File: config.mk
export PLATFORM = sky130hd
export DESIGN_NAME = odm_ctrl
export DESIGN_NICKNAME = d
export VERILOG_FILES = /design/src/hdl/odm_pkg.sv /design/src/hdl/odm_ctrl.sv
export SDC_FILE = /design/constraint.sdc
export NUM_CORES = 1
export LEC_CHECK = 0
export BUFFER_PORTS_ARGS = -buffer_cell sky130_fd_sc_hd__buf_4
export CAP_MARGIN = 20
export CORE_ASPECT_RATIO = 0.8
export CORE_MARGIN = 2
export CORE_UTILIZATION = 40
export DETAILED_ROUTE_END_ITERATION = 8
export PLACE_DENSITY_LB_ADDON = 0.05
export SLEW_MARGIN = 20
export SYNTH_ARGS = -nofsm -noshare
export SYNTH_HDL_FRONTEND = slang
export SYNTH_SLANG_ARGS = --single-unit
export TNS_END_PERCENT = 30
File: constraint.sdc
create_clock -name clock_i -period 1.9 [get_ports clock_i]
set_input_delay 0.095 -clock clock_i [delete_from_list [all_inputs] [get_ports clock_i]]
set_output_delay 0.095 -clock clock_i [all_outputs]
set_load 0.01 [all_outputs]
File: src/hdl/odm_pkg.sv
// Package of constants for the display memory access control block.
package odm_pkg;
    // ------------------------------------------------------------------
    // Register addresses (write and read forms)
    // ------------------------------------------------------------------
    localparam logic [7:0] ADDR_MODE_WR = 8'h04;
    localparam logic [7:0] ADDR_MODE_RD = 8'h84;
    localparam logic [7:0] ADDR_HIGH_WR = 8'h05;
    localparam logic [7:0] ADDR_HIGH_RD = 8'h85;
    // ------------------------------------------------------------------
    // Field positions of display_memory_mode
    // ------------------------------------------------------------------
    localparam int MODE_AUTO_INC = 0;
    localparam int MODE_VS_CLEAR = 1;
    localparam int MODE_CLEAR = 2;
    localparam int MODE_INV = 3;
    localparam int MODE_BLINK = 4;
    localparam int MODE_LBC = 5;
    localparam int MODE_EIGHT_BIT = 6;
    // ------------------------------------------------------------------
    // Field positions of display_address_high
    // ------------------------------------------------------------------
    localparam int HIGH_MSB = 0;
    localparam int HIGH_BYTE_SEL = 1;
    // ------------------------------------------------------------------
    // Reset values and special codes
    // ------------------------------------------------------------------
    localparam logic [7:0] MODE_RESET = 8'h04;
    localparam logic [1:0] HIGH_RESET = 2'h0;
    localparam logic [7:0] ESCAPE_CODE = 8'hFF;
    // ------------------------------------------------------------------
    // Timing of the clear operation
    // ------------------------------------------------------------------
    localparam int CLOCK_PERIOD_NS = 50;
    localparam int CLEAR_TIME_NS = 20000;
    localparam int CLEAR_CYCLES = CLEAR_TIME_NS / CLOCK_PERIOD_NS;
    localparam int ADDR_W = 9;
    localparam int MEM_DEPTH = 1 << ADDR_W;
    // ------------------------------------------------------------------
    // Clear sequencer states
    // ------------------------------------------------------------------
    typedef enum logic [2:0] {
        ST_IDLE = 3'b001,
        ST_WAIT_VS = 3'b010,
        ST_CLEAR = 3'b100
    } odm_state_t;
endpackage
File: src/hdl/odm_ctrl.sv
// Display memory access control: clear, auto-increment and byte select.
`timescale 1ns/100ps

module odm_ctrl (
    input wire logic clock_i,
    input wire logic reset_n_i,
    input wire logic reg_wr_i,
    input wire logic reg_rd_i,
    input wire logic [7:0] reg_addr_i,
    input wire logic [7:0] reg_wdata_i,
    input wire logic cs_rise_i,
    input wire logic video_mode_zero_clear_i,
    input wire logic [7:0] display_address_low_i,
    input wire logic data_wr_i,
    input wire logic [7:0] display_data_in_i,
    input wire logic vsync_i,
    input wire logic external_sync_i,
    input wire logic background_mode_i,
    input wire logic char_local_background_i,
    output logic [7:0] reg_rdata_o,
    output logic mem_glyph_we_o,
    output logic mem_attr_we_o,
    output logic [8:0] mem_addr_o,
    output logic [7:0] mem_glyph_o,
    output logic [7:0] mem_attr_o,
    output logic clear_busy_o,
    output logic show_video_o
);

    // ------------------------------------------------------------------
    // Declarations
    // ------------------------------------------------------------------
    odm_pkg::odm_state_t state_r;
    odm_pkg::odm_state_t state_nxt;
    logic [7:0] mode_r;
    logic [7:0] mode_nxt;
    logic [1:0] high_r;
    logic [1:0] high_nxt;
    logic [8:0] ptr_r;
    logic [8:0] ptr_nxt;
    logic [9:0] clr_cnt_r;
    logic [9:0] clr_cnt_nxt;
    logic vsync_d_r;
    logic [7:0] reg_rdata_r;
    logic glyph_we_r;
    logic attr_we_r;
    logic [8:0] addr_r;
    logic [7:0] glyph_r;
    logic [7:0] attr_r;
    logic show_video_r;
    logic busy_r;

    // ------------------------------------------------------------------
    // Decode
    // ------------------------------------------------------------------
    wire mode_wr = reg_wr_i && (reg_addr_i == odm_pkg::ADDR_MODE_WR);
    wire high_wr = reg_wr_i && (reg_addr_i == odm_pkg::ADDR_HIGH_WR);
    wire mode_rd = reg_rd_i && (reg_addr_i == odm_pkg::ADDR_MODE_RD);
    wire high_rd = reg_rd_i && (reg_addr_i == odm_pkg::ADDR_HIGH_RD);
    wire clearing = (state_r != odm_pkg::ST_IDLE);
    wire host_clear = mode_wr && reg_wdata_i[odm_pkg::MODE_CLEAR];
    wire vm0_clear = cs_rise_i && video_mode_zero_clear_i;
    wire clear_req = (host_clear || vm0_clear) && !clearing;
    wire vs_defer = mode_wr ? reg_wdata_i[odm_pkg::MODE_VS_CLEAR]
                            : mode_r[odm_pkg::MODE_VS_CLEAR];
    wire vsync_rise = vsync_i && !vsync_d_r;
    wire eight_bit = mode_r[odm_pkg::MODE_EIGHT_BIT];
    wire auto_on = mode_r[odm_pkg::MODE_AUTO_INC];
    wire auto_enable = mode_wr && reg_wdata_i[odm_pkg::MODE_AUTO_INC]
                       && !auto_on && !reg_wdata_i[odm_pkg::MODE_CLEAR];
    wire [8:0] host_addr = {high_r[odm_pkg::HIGH_MSB], display_address_low_i};
    wire data_ok = data_wr_i && !clearing;
    wire escape = data_ok && auto_on
                  && (display_data_in_i == odm_pkg::ESCAPE_CODE);
    wire store = data_ok && !escape;
    wire to_attr = eight_bit && high_r[odm_pkg::HIGH_BYTE_SEL];
    // The clear lasts the longer of the sweep and the minimum clear time.
    wire clr_last = (clr_cnt_r >= 10'(odm_pkg::MEM_DEPTH - 1))
                    && (clr_cnt_r >= 10'(odm_pkg::CLEAR_CYCLES - 1));
    wire [7:0] auto_attr = {mode_r[odm_pkg::MODE_LBC],
                            mode_r[odm_pkg::MODE_BLINK],
                            mode_r[odm_pkg::MODE_INV], 5'h00};

    // ------------------------------------------------------------------
    // Clear sequencer
    // ------------------------------------------------------------------
    always_comb begin
        state_nxt = state_r;
        clr_cnt_nxt = clr_cnt_r;
        case (state_r)
            odm_pkg::ST_IDLE: begin
                clr_cnt_nxt = 10'h000;
                if (clear_req) begin
                    state_nxt = vs_defer ? odm_pkg::ST_WAIT_VS
                                         : odm_pkg::ST_CLEAR;
                end
            end
            odm_pkg::ST_WAIT_VS: begin
                if (vsync_rise) begin
                    state_nxt = odm_pkg::ST_CLEAR;
                end
            end
            odm_pkg::ST_CLEAR: begin
                if (clr_last) begin
                    state_nxt = odm_pkg::ST_IDLE;
                end else begin
                    clr_cnt_nxt = clr_cnt_r + 10'h001;
                end
            end
            default: begin
                state_nxt = odm_pkg::ST_IDLE;
            end
        endcase
    end

    // ------------------------------------------------------------------
    // Register next values
    // ------------------------------------------------------------------
    always_comb begin
        mode_nxt = mode_r;
        if (mode_wr) begin
            mode_nxt[7:3] = reg_wdata_i[7:3];
            mode_nxt[odm_pkg::MODE_VS_CLEAR] =
                reg_wdata_i[odm_pkg::MODE_VS_CLEAR];
            mode_nxt[odm_pkg::MODE_AUTO_INC] =
                reg_wdata_i[odm_pkg::MODE_AUTO_INC];
        end
        mode_nxt[7] = 1'b0;
        if (escape) begin
            mode_nxt[odm_pkg::MODE_AUTO_INC] = 1'b0;
        end
        mode_nxt[odm_pkg::MODE_CLEAR] = (state_nxt != odm_pkg::ST_IDLE);
        if (state_nxt != odm_pkg::ST_IDLE) begin
            mode_nxt[odm_pkg::MODE_AUTO_INC] = 1'b0;
        end
    end

    always_comb begin
        high_nxt = high_r;
        if (high_wr && !clearing) begin
            high_nxt = reg_wdata_i[1:0];
        end
    end

    always_comb begin
        ptr_nxt = ptr_r;
        if (auto_enable) begin
            ptr_nxt = host_addr;
        end else if (store && auto_on) begin
            ptr_nxt = ptr_r + 9'h001;
        end
    end

    // ------------------------------------------------------------------
    // State and control registers
    // ------------------------------------------------------------------
    // clear at reset
    always_ff @(posedge clock_i) begin
        if (!reset_n_i) begin
            state_r <= odm_pkg::ST_CLEAR;
        end else begin
            state_r <= state_nxt;
        end
    end

    always_ff @(posedge clock_i) begin
        if (!reset_n_i) begin
            mode_r <= odm_pkg::MODE_RESET;
        end else begin
            mode_r <= mode_nxt;
        end
    end

    always_ff @(posedge clock_i) begin
        if (!reset_n_i) begin
            high_r <= odm_pkg::HIGH_RESET;
        end else begin
            high_r <= high_nxt;
        end
    end

    always_ff @(posedge clock_i) begin
        if (!reset_n_i) begin
            ptr_r <= 9'h000;
        end else begin
            ptr_r <= ptr_nxt;
        end
    end

    always_ff @(posedge clock_i) begin
        if (!reset_n_i) begin
            clr_cnt_r <= 10'h000;
        end else begin
            clr_cnt_r <= clr_cnt_nxt;
        end
    end

    // Previous sync level, resting at the idle level of the pin.
    always_ff @(posedge clock_i) begin
        if (!reset_n_i) begin
            vsync_d_r <= 1'b0;
        end else begin
            vsync_d_r <= vsync_i;
        end
    end

    // ------------------------------------------------------------------
    // Memory write port
    // ------------------------------------------------------------------
    wire in_clear = (state_r == odm_pkg::ST_CLEAR);
    wire clr_write = in_clear && (clr_cnt_r < 10'(odm_pkg::MEM_DEPTH));
    wire glyph_we_nxt = clr_write || (store && !to_attr);
    wire attr_we_nxt = clr_write || (store && (to_attr || !eight_bit));
    wire [8:0] addr_nxt = clr_write ? clr_cnt_r[8:0]
                        : (auto_on ? ptr_r : host_addr);
    wire [7:0] glyph_nxt = clr_write ? 8'h00 : display_data_in_i;
    wire [7:0] attr_nxt = clr_write ? 8'h00
                        : (eight_bit ? display_data_in_i : auto_attr);
    wire [7:0] rdata_nxt = mode_rd ? mode_r
                         : (high_rd ? {6'h00, high_r} : 8'h00);
    wire show_nxt = external_sync_i && !background_mode_i
                    && !char_local_background_i;

    always_ff @(posedge clock_i) begin
        if (!reset_n_i) begin
            glyph_we_r <= 1'b0;
        end else begin
            glyph_we_r <= glyph_we_nxt;
        end
    end

    always_ff @(posedge clock_i) begin
        if (!reset_n_i) begin
            attr_we_r <= 1'b0;
        end else begin
            attr_we_r <= attr_we_nxt;
        end
    end

    always_ff @(posedge clock_i) begin
        if (!reset_n_i) begin
            addr_r <= 9'h000;
        end else begin
            addr_r <= addr_nxt;
        end
    end

    always_ff @(posedge clock_i) begin
        if (!reset_n_i) begin
            glyph_r <= 8'h00;
        end else begin
            glyph_r <= glyph_nxt;
        end
    end

    always_ff @(posedge clock_i) begin
        if (!reset_n_i) begin
            attr_r <= 8'h00;
        end else begin
            attr_r <= attr_nxt;
        end
    end

    always_ff @(posedge clock_i) begin
        if (!reset_n_i) begin
            reg_rdata_r <= 8'h00;
        end else begin
            reg_rdata_r <= rdata_nxt;
        end
    end

    always_ff @(posedge clock_i) begin
        if (!reset_n_i) begin
            show_video_r <= 1'b0;
        end else begin
            show_video_r <= show_nxt;
        end
    end

    // busy at reset
    // Busy falls on the same edge that launches the last zero write.
    always_ff @(posedge clock_i) begin
        if (!reset_n_i) begin
            busy_r <= 1'b1;
        end else begin
            busy_r <= (state_nxt != odm_pkg::ST_IDLE);
        end
    end

    // ------------------------------------------------------------------
    // Outputs
    // ------------------------------------------------------------------
    assign reg_rdata_o = reg_rdata_r;
    assign mem_glyph_we_o = glyph_we_r;
    assign mem_attr_we_o = attr_we_r;
    assign mem_addr_o = addr_r;
    assign mem_glyph_o = glyph_r;
    assign mem_attr_o = attr_r;
    assign clear_busy_o = busy_r;
    assign show_video_o = show_video_r;

endmodule // odm_ctrl

==> results of run 1 <==
[per-layer routing]
| metal | up-vias | part of all wire | routed length (um) | track usage |
|---|---|---|---|---|
| met4 | 0 | 0.012 | 85 | 0.0592 |
| li1 | 1214 | - | - | - |
| met2 | 58 | 0.41 | 2800 | 0.265 |
| met3 | 9 | 0.060 | 412 | 0.0632 |
| met5 | - | 0 | 0 | 0 |
| met1 | 1101 | 0.52 | 3530 | 0.261 |
[cells by family (layout without fill, tap and decap cells)]
kind of cell | after synthesis | in the layout | share of synthesized area
AOI/OAI and AO/OA | 44 | 44 | 0.109
xor gates and xnor gates | 14 | 14 | 0.0446
and+or+nand+nor | 111 | 111 | 0.223
adders and majority gates | 2 | 2 | 0.00910
muxes | 25 | 25 | 0.0915
buffers and inverters | 19 | 131 | 0.0328
DFF | 67 | 67 | 0.488
other | 1 | 1 | 0.00136
[metrics by stage]
| stage | total power, W | instances | utilization | instance area, um2 | hold WS [ps] |
|---|---|---|---|---|---|
| after CTS | 0.00271 | 479 | 0.587 | 3820 | 3.25 |
| after global routing | 0.00279 | 479 | 0.588 | 3830 | 37.9 |
| final | 0.00268 | 479 | 0.588 | 3830 | 18.6 |
| after detailed placement | 0.00162 | 446 | 0.534 | 3470 | 262 |
| after floorplan | 0.00151 | 283 | - | 2750 | 172 |
| after global placement | 0.00162 | 446 | 0.534 | 3470 | 260 |
[state kept, by name, indices dropped and copies added (netlist names), 2 cells and up]
name and flops:
clr_cnt_r 10, mem_addr_o 9, ptr_r 9, mem_attr_o 8, mem_glyph_o 8, mode_r 7, reg_rdata_o 7, state_r 3
high_r 2
[how the worst min path moves through the flow]
stage,to,start,cells past startpoint,slack (ps)
after floorplan,show_video_o,background_mode_i,1,170
after global placement,show_video_o,background_mode_i,2,260
after detailed placement,show_video_o,background_mode_i,2,260
after CTS,ptr_r[7],display_address_low_i[7],3,3
after global routing,ptr_r[7],display_address_low_i[7],3,40
final,ptr_r[7],display_address_low_i[7],3,20
[timing repair]
item / CTS / global route
resized for setup: 0 / 1
setup endpoints to repair: 0 / 2
hold buffers: 17 / 0
endpoints found under the hold margin: 22 / 0
[tightest hold or removal path, delay by kind of cell]
| kind | cells | cell delay [ps] |
|---|---|---|
| AOI/OAI and AO/OA | 2 | 160 |
| buffers and inverters | 1 | 80 |
[cells in the final DEF, fill, tap and decap left out, types with 2 or more instances in the layout]
| cell | netlist | final |
|---|---|---|
| a211oi_1 | 9 | 9 |
| a211oi_2 | 2 | 2 |
| a21boi_0 | 2 | 2 |
| a21oi_1 | 14 | 14 |
| a32oi_1 | 2 | 2 |
| and2_1 | 14 | 14 |
| and3_1 | 7 | 7 |
| buf_4 | 1 | 91 |
| clkbuf_8 | 0 | 9 |
| clkinvlp_4 | 0 | 4 |
| dfxtp_1 | 67 | 67 |
| dlygate4sd3_1 | 0 | 17 |
| ha_1 | 2 | 2 |
| inv_1 | 6 | 6 |
| inv_6 | 0 | 2 |
| mux2i_1 | 24 | 24 |
| nand2_1 | 11 | 11 |
| nand3_1 | 9 | 9 |
| nand4_1 | 7 | 7 |
| nor2_1 | 42 | 42 |
| nor3_1 | 5 | 5 |
| nor3b_1 | 3 | 3 |
| o211ai_1 | 2 | 2 |
| o21ai_0 | 6 | 6 |
| xnor2_1 | 13 | 13 |
[power breakdown]
| group | switching (W) | internal (W) |
|---|---|---|
| clock network | 0.000581 | 0.000478 |
| logic | 0.0000818 | 0.000113 |
| registers | 0.00000793 | 0.00142 |
| total | 0.000670 | 0.00201 |
[cell type report]
cell class	count	area [um2]	area share
well taps	84	105	0.0275
repair buffers	108	853	0.223
inverters	7	26.3	0.00687
clock inverters	7	52.6	0.0137
flip-flops and latches	67	1340	0.351
multi-input cells	197	1320	0.346
clock buffers	9	124	0.0324
==> reports/metrics.yaml, run 1 <==
worstReg2RegEnd: "clr_cnt_r[3]"
path_cells: "buf_4 -> or3b_2 -> a21boi_0 -> xnor2_1 -> nor2_1"
endpoint_kind: "flop"
setup.worst_path.start: "state_r[0]"
setup_slack_ps: 200
rows: 26
layout-drive-gt1-share: 0.301
synth_top_area_share: 0.488
die-area_mm2: 0.00756
finalSetupViolations: 0
slowest_stage: "or3b_2"
gp_congestion: 0.768
grt_max_degree: 27
cts_buffers: 9
fillers: 588
r2r_cells: 5
worstSetupPathType: "reg -> reg"
hold_class: "in -> reg"
crit_path_max_incr_delay_ps: 570
n_antenna_cell: 0
die_w_um: 96.7
syn_inst: 283
h-tree-depth: 3
period_share: 0.895
setup_tns_ps: 0
cp_num_buf_inv: 1
wirelength_um: 6830
vdd_drop_max_v: 0.000462
drc: 0
ys_seq_elements: 67
ioPinCount: 80
core_mm2: 0.00651
r2r_start: "state_r[0]"
endpoint: "clr_cnt_r[3]"
yosysTopAreaCell: "dfxtp_1"
crit_fanout: 10
yosysWarnings: 0
cts.sinks: 67
path_clk_slew_ps: 80
postCtsSetupBuffers: 0
ys_types: 47
grt_pass1_vias: 2206
synth_most_common_cell: "dfxtp_1"
outcome: "finished clean"
power_leakage_nw: 1.60
fmax_ghz: 0.588
crit_cells: 5
synth_edf_count: 0
synthArstFlopShare: 0
grt_pass1_wl_um: 10900
cts_tree: "done"
r2r_slack_ps: 200
seq_area_frac_synth: 0.488
worst_slew_pin_slew_ps: 622
startpoint_type: "flop"
crit_arrival_ps: 1930
required_ps: 2130
slew_violations: 0
clock_skew_ps: 9.98
portBuffers: 77
dr.first_iter.drc_count: 94
clk_latency_ps: 350
firstDrtPassIters: 4
finalHoldViolCount: 0
grt_use_total: 0.185
synth_common_cells: "dfxtp_1, nor2_1, mux2i_1, a21oi_1, and2_1"
crit_family: "simple AND/OR/NAND/NOR gates"
wl_per_cell_um: 14.2
preCtsSetupSlack_ps: 130
cts_root_buffer: "clkbuf_8"
p_per_area_mw_per_mm2: 700
syn_nets: 328
antenna_found_initial: 0
initial_core_util: 0.422
period_needed_ps: 1700
final_nets: 435
synth.cell_area_mm2: 0.00275
relSlewSlack: 0.584
ys.flop_type: "dfxtp_1"
synth_area_per_cell_um2: 9.71
rsz0062_at_grt: "false"
die_y_um: 78.1
gr-total-overflow: 0
drv_cap: 0
cts_max_path_buffers: 2
dpl.hpwl_um: 5000
route.vias.total: 2382
area_growth_pct: 39.2
avgViaCountPerCell: 4.97
drtAntennaViolNets: 0
synthTopCellsByArea: "dfxtp_1, mux2i_1, nor2_1"
Power figures use the tool's default switching activity.
==> run 2: changes to the inputs <==
Settings changed: ABC_AREA set to 1, TNS_END_PERCENT 30 to 1.
==> run 2 against run 1 <==
Net effect:
- synthesized area up 9.3%
- total power up 20%
- largest power group unchanged
- global-route usage up 1.3 points
- register-to-register slack better by 50 ps
- clock skew down 1.5 ps
- via count up 21%
- first-iteration DRC count up 74%
- clock power up 12%
- critical path type unchanged
- highest routed layer unchanged
- utilization down 4.9 points
==> reports/metrics.yaml, run 2 <==
relSlewSlack: 0.665  # +0.0808
gr-total-overflow: 0  # unchanged
worst_slew_pin_slew_ps: 496  # -126 ps
cts.sinks: 67  # unchanged
required_ps: 2120  # about the same
synthArstFlopShare: 0  # unchanged
yosysTopAreaCell: "dfxtp_1"
grt_pass1_wl_um: 12500  # +15%
seq_area_frac_synth: 0.446  # -0.0416
endpoint: "mem_glyph_o[4]"
antenna_found_initial: 0  # unchanged
cts_max_path_buffers: 2  # unchanged
r2r_cells: 6  # +1
core_mm2: 0.00736  # +13%
clock_skew_ps: 8.51  # -1.48 ps
cts_root_buffer: "clkbuf_8"
max_flop_register: "clr_cnt_r"
grt_pass1_vias: 2595  # +18%
drc: 0  # unchanged
crit_arrival_ps: 1870  # -60 ps
ys.flop_type: "dfxtp_1"
ys_seq_elements: 67  # unchanged
finalHoldViolCount: 0  # unchanged
clk_latency_ps: 340  # about the same
layout-drive-gt1-share: 0.232  # -0.0688
power_leakage_nw: 1.89  # +18%
hold_class: "in -> reg"
synth_common_cells: "nand2_1, dfxtp_1, nor2_1, inv_1, a21oi_1"
setup.worst_path.start: "state_r[0]"
initial_core_util: 0.409  # -0.0140
fillers: 744  # +27%
wl_per_cell_um: 13.1  # -8.1%
synth.cell_area_mm2: 0.00301  # +9.3%
cts_tree: "done"
firstDrtPassIters: 5  # +1
final_nets: 552  # +27%
worstReg2RegEnd: "mem_glyph_o[4]"
syn_nets: 461  # +41%
wirelength_um: 7890  # +16%
p_per_area_mw_per_mm2: 808  # +15%
endpoint_kind: "flop"
crit_fanout: 22  # +12
finalSetupViolations: 0  # unchanged
place_area_mm2: 0.00368  # +5.8%
final_cell_mix: "buf_4, nand2_1, dfxtp_1, nor2_1, inv_1"
slew_violations: 0  # unchanged
synth_most_common_cell: "nand2_1"
n_antenna_cell: 0  # unchanged
vdd_drop_max_v: 0.000454  # -1.9%
largest_register_ffs: 10  # unchanged
portBuffers: 77  # unchanged
die_y_um: 81.5  # +4.3%
drtAntennaViolNets: 0  # unchanged
die_w_um: 101  # +4.4%
startpoint_type: "flop"
drv_cap: 0  # unchanged
rows: 28  # +7.7%
fmax_ghz: 0.606  # +3.1%
dpl.hpwl_um: 5900  # +18%
gp_congestion: 0.793  # +3.2%
r2r_start: "state_r[0]"
die-area_mm2: 0.00823  # +8.9%
period_share: 0.868  # -0.0267
grt_max_degree: 23  # -15%
grt_use_total: 0.199  # +0.0134
synth_top_area_share: 0.446  # -0.0416
rsz0062_at_grt: "false"
avgViaCountPerCell: 4.80  # -3.4%
r2r_slack_ps: 250  # +50 ps
post-route-cell-area_mm2: 0.00397  # +3.7%
ioPinCount: 80  # unchanged
setup_tns_ps: 0  # unchanged
cts.repair.resized: 0  # unchanged
outcome: "finished clean"
yosysWarnings: 0  # unchanged
path_clk_slew_ps: 80  # about the same
final_common_cell: "buf_4"
period_needed_ps: 1650  # -50.8 ps
ys_types: 39  # -17%
h-tree-depth: 3  # unchanged
cts_buffers: 9  # unchanged
synth_area_per_cell_um2: 7.22  # -26%
dr.first_iter.drc_count: 164  # +74%
synthTopCellsByArea: "dfxtp_1, nand2_1, nor2_1"
syn_inst: 416  # +47%
synth_edf_count: 0  # unchanged
area_growth_pct: 32.1
route.vias.total: 2892  # +21%
worstSetupPathType: "reg -> reg"
==> run 2: cell count changes after synthesis, moves of 10 or more <==
cell | before | now
a21oi_1 | 14 | 36
and2_1 | 14 | 0
inv_1 | 6 | 55
mux2i_1 | 24 | 0
nand2_1 | 11 | 73
nand3_1 | 9 | 28
nor2_1 | 42 | 64
o21ai_0 | 6 | 16
xnor2_1 | 13 | 1
==> run 2: layout make-up <==
type	count	area [um2]	area share
tap	90	113	0.0284
timing repair buffer	92	713	0.180
multi-input combinational	275	1370	0.344
inverter	62	233	0.0586
clock inverter	6	65.1	0.0164
clock buffer	10	138	0.0347
sequential	67	1340	0.338
==> run 2: worst max-delay path, cell delays in order (launching register included) <==
cell,delay (ps)
dfxtp_1,370
nor3_4,310
inv_2,130
nor2_8,110
inv_2,150
nand2_1,360
nor2_1,80
==> run 2: per-layer routing <==
layer / part of all wire / GRT usage / up-vias
met3: 0.050 / 0.0647 / 7
met2: 0.43 / 0.280 / 60
met4: 0.0086 / 0.0608 / 0
li1: - / - / 1514
met1: 0.51 / 0.287 / 1311
met5: 0 / 0 / -
==> run 2: worst min path at each step <==
stage,start,to,slack (ps),cells past startpoint
CTS,display_data_in_i[3],mem_attr_o[3],0.9,3
floorplan,char_local_background_i,show_video_o,170,1
finish,display_data_in_i[0],mem_glyph_o[0],10,3
global route,display_data_in_i[0],mem_glyph_o[0],10,3
detailed placement,char_local_background_i,show_video_o,260,2
global placement,char_local_background_i,show_video_o,260,2
==> run 2: cells by family after synthesis <==
| logic type | after synthesis | synth area share |
|---|---|---|
| adders and majority gates | 2 | 0.00833 |
| other | 1 | 0.00125 |
| xor gates and xnor gates | 6 | 0.0175 |
| buffers and inverters | 74 | 0.0991 |
| DFF | 67 | 0.446 |
| and+or+nand+nor | 196 | 0.305 |
| AOI/OAI and AO/OA | 70 | 0.122 |
==> run 2: power breakdown <==
group	leakage [nW]	total, W	internal (W)	switching [W]
registers	0.544	0.00152	0.00148	0.0000381
clock network	0.0905	0.00119	0.000638	0.000555
logic	1.26	0.000496	0.000220	0.000277
==> run 2: metrics by stage <==
| step | hold slack, ps | util | worst slack [ps] | total power [W] | instances |
|---|---|---|---|---|---|
| floorplan | 171 | - | 467 | 0.00182 | 416 |
| global placement | 257 | 0.500 | 293 | 0.00203 | 577 |
| detailed placement | 259 | 0.500 | 248 | 0.00203 | 577 |
| CTS | 0.892 | 0.538 | 244 | 0.00325 | 601 |
| global route | 13.3 | 0.539 | 111 | 0.00337 | 602 |
| finish | 14.2 | 0.539 | 251 | 0.00321 | 602 |
==> run 2: repair_timing <==
action,in CTS,in global routing
hold buffers,8,1
endpoints found under the hold margin,8,1
buffers inserted,0,0
==> run 3: changes to the inputs <==
Clock period 1.9 ns to 1.5 ns, I/O delays scaled along.
==> run 3 against run 2 <==
Net effect:
- wire length grew 3.0%
- sequential share of layout area fell by 1.7 points
- largest cell class unchanged
- critical path depth increased by 1
- largest power group unchanged
==> reports/metrics.yaml, run 3 (synthesis gave the netlist of run 2 again) <==
die_y_um: 81.5  # unchanged
dr.first_iter.drc_count: 110  # -33%
place_area_mm2: 0.00379  # +3.1%
final_common_cell: "buf_4"
rows: 28  # unchanged
rsz0062_at_grt: "true"
pwr-share-clk: 0.385  # +0.013
die_w_um: 101  # unchanged
cts_tree: "done"
avgViaCountPerCell: 4.84  # +0.84%
grt_use_total: 0.206  # +0.00726
relSlewSlack: 0.647  # -0.0173
place_inst: 592  # +2.6%
initial_core_util: 0.409  # unchanged
crit_fanout: 19  # -14%
cts_buffers: 9  # unchanged
final_cell_mix: "buf_4, nand2_1, dfxtp_1, nor2_1, inv_1"
cts_max_path_buffers: 2  # unchanged
finalSetupViolations: 0  # unchanged
p_per_area_mw_per_mm2: 1020  # +26%
hold_slack_ps: 5.82  # -8.36 ps
layout-drive-gt1-share: 0.264  # +0.0316
drc: 0  # unchanged
final_nets: 574  # +4.0%
endpoint_kind: "flop"
grt_pass1_vias: 2685  # +3.5%
cts.sinks: 67  # unchanged
max_flop_register: "clr_cnt_r"
period_needed_ps: 1390  # -257 ps
grt_pass1_wl_um: 13000  # +3.2%
antenna_found_initial: 0  # unchanged
period_share: 0.928  # +0.0598
outcome: "finished clean"
startpoint_type: "flop"
drtAntennaViolNets: 0  # unchanged
route.vias.total: 3023  # +4.5%
drv_cap: 0  # unchanged
finalHoldViolCount: 0  # unchanged
power_leakage_nw: 2.02  # +6.7%
dpl.hpwl_um: 6070  # +2.9%
worst_slew_pin_slew_ps: 522  # +25.6 ps
path_clk_slew_ps: 70  # about the same
p_comb_frac: 0.167  # +0.012
area_growth_pct: 39.7
gp_congestion: 0.840  # +5.9%
crit_arrival_ps: 1680  # -190 ps
required_ps: 1790  # -330 ps
gr-total-overflow: 0  # unchanged
multi_input_area_mm2: 0.00140  # +2.4%
worstSetupPathType: "reg -> reg"
wirelength_um: 8130  # +3.0%
hold_class: "in -> reg"
vdd_drop_max_v: 0.000588  # +30%
post-route-cell-area_mm2: 0.00420  # +5.8%
fillers: 731  # -1.7%
layout.cells.non_filler: 624  # +3.7%
portBuffers: 77  # unchanged
largest_register_ffs: 10  # unchanged
ioPinCount: 80  # unchanged
slew_violations: 0  # unchanged
die-area_mm2: 0.00823  # unchanged
grt_max_degree: 21  # -8.7%
h-tree-depth: 3  # unchanged
p_int_w: 0.00315  # +35%
p_sw_w: 0.00113  # +30%
power.share.sequential: 0.448  # -0.025
swShare: 0.263  # -0.00776
core_mm2: 0.00736  # unchanged
wl_per_cell_um: 13.0  # -0.61%
clock_skew_ps: 6.87  # -1.64 ps
clk_latency_ps: 350  # about the same
n_antenna_cell: 0  # unchanged
firstDrtPassIters: 5  # unchanged
cts_root_buffer: "clkbuf_8"
fmax_ghz: 0.719  # +19%
seq_area_mm2: 0.00135  # +0.37%
final_util: 0.571  # +0.0313
==> run 3: cell count changes in the layout (fill, tap and decap cells not counted), sizes merged <==
| cell | before | now |
|---|---|---|
| buf | 83 | 100 |
| bufinv | 1 | 2 |
| clkinv | 2 | 4 |
| clkinvlp | 4 | 1 |
| dlygate4sd3 | 9 | 14 |
==> run 3: path summary, 6_finish.rpt <==
kind	start	end	slack (ps)	depth (start not counted)
min	reg_wdata_i[3]	mode_r[3]	6	3
max reg2reg	state_r[0]	mem_glyph_o[3]	110	7
min reg2reg	mode_r[2]	reg_rdata_o[2]	430	2
max	state_r[0]	mem_glyph_o[3]	110	7
==> run 3: timing repair <==
item,4_1_cts,5_1_grt
endpoints found under the setup margin,0,23
hold buffers,13,1
buffers inserted,0,2
endpoints found under the hold margin,18,1
gates resized for setup,0,12
==> run 3: metrics by stage <==
| step | worst slack [ps] | total power (W) | setup TNS (ps) |
|---|---|---|---|
| after floorplan | 66.8 | 0.00230 | 0 |
| after global placement | 68.4 | 0.00261 | 0 |
| after detailed placement | 28.6 | 0.00261 | 0 |
| after CTS | 12.5 | 0.00430 | 0 |
| after global routing | -15.7 | 0.00449 | -37.3 |
| final | 108 | 0.00428 | 0 |
==> run 3: per-layer routing <==
metal | up-vias | track usage | wire length [um]
met2 | 75 | 0.307 | 3590
met1 | 1373 | 0.292 | 4030
met5 | - | 0 | 0
met3 | 11 | 0.0604 | 433
li1 | 1564 | - | -
met4 | 0 | 0.0527 | 76
==> run 3: critical path, cell delays in order, from the launching register on <==
cell and delay [ps]:
dfxtp_1 450, nor3_4 80, inv_2 130, nor2_8 50
inv_2 260, nand2_1 90, buf_4 190, nor2_1 90
==> run 3: power by group through the flow <==
stage / sequential [W] / combinational, W / clock [W]
after floorplan: 0.00199 / 0.000308 / 0
after global placement: 0.00196 / 0.000650 / 0
after detailed placement: 0.00196 / 0.000655 / 0
after CTS: 0.00192 / 0.000684 / 0.00170
after global routing: 0.00192 / 0.000787 / 0.00178
final: 0.00191 / 0.000716 / 0.00165
==> run 3: layout make-up <==
cell class              instances  share of cell area
clock buffers                  10              0.0304
clock inverters                 6              0.0215
inverters                      62              0.0554
multi-input cells             275               0.333
flip-flops and latches         67               0.321
well taps                      90              0.0268
repair buffers                114               0.212
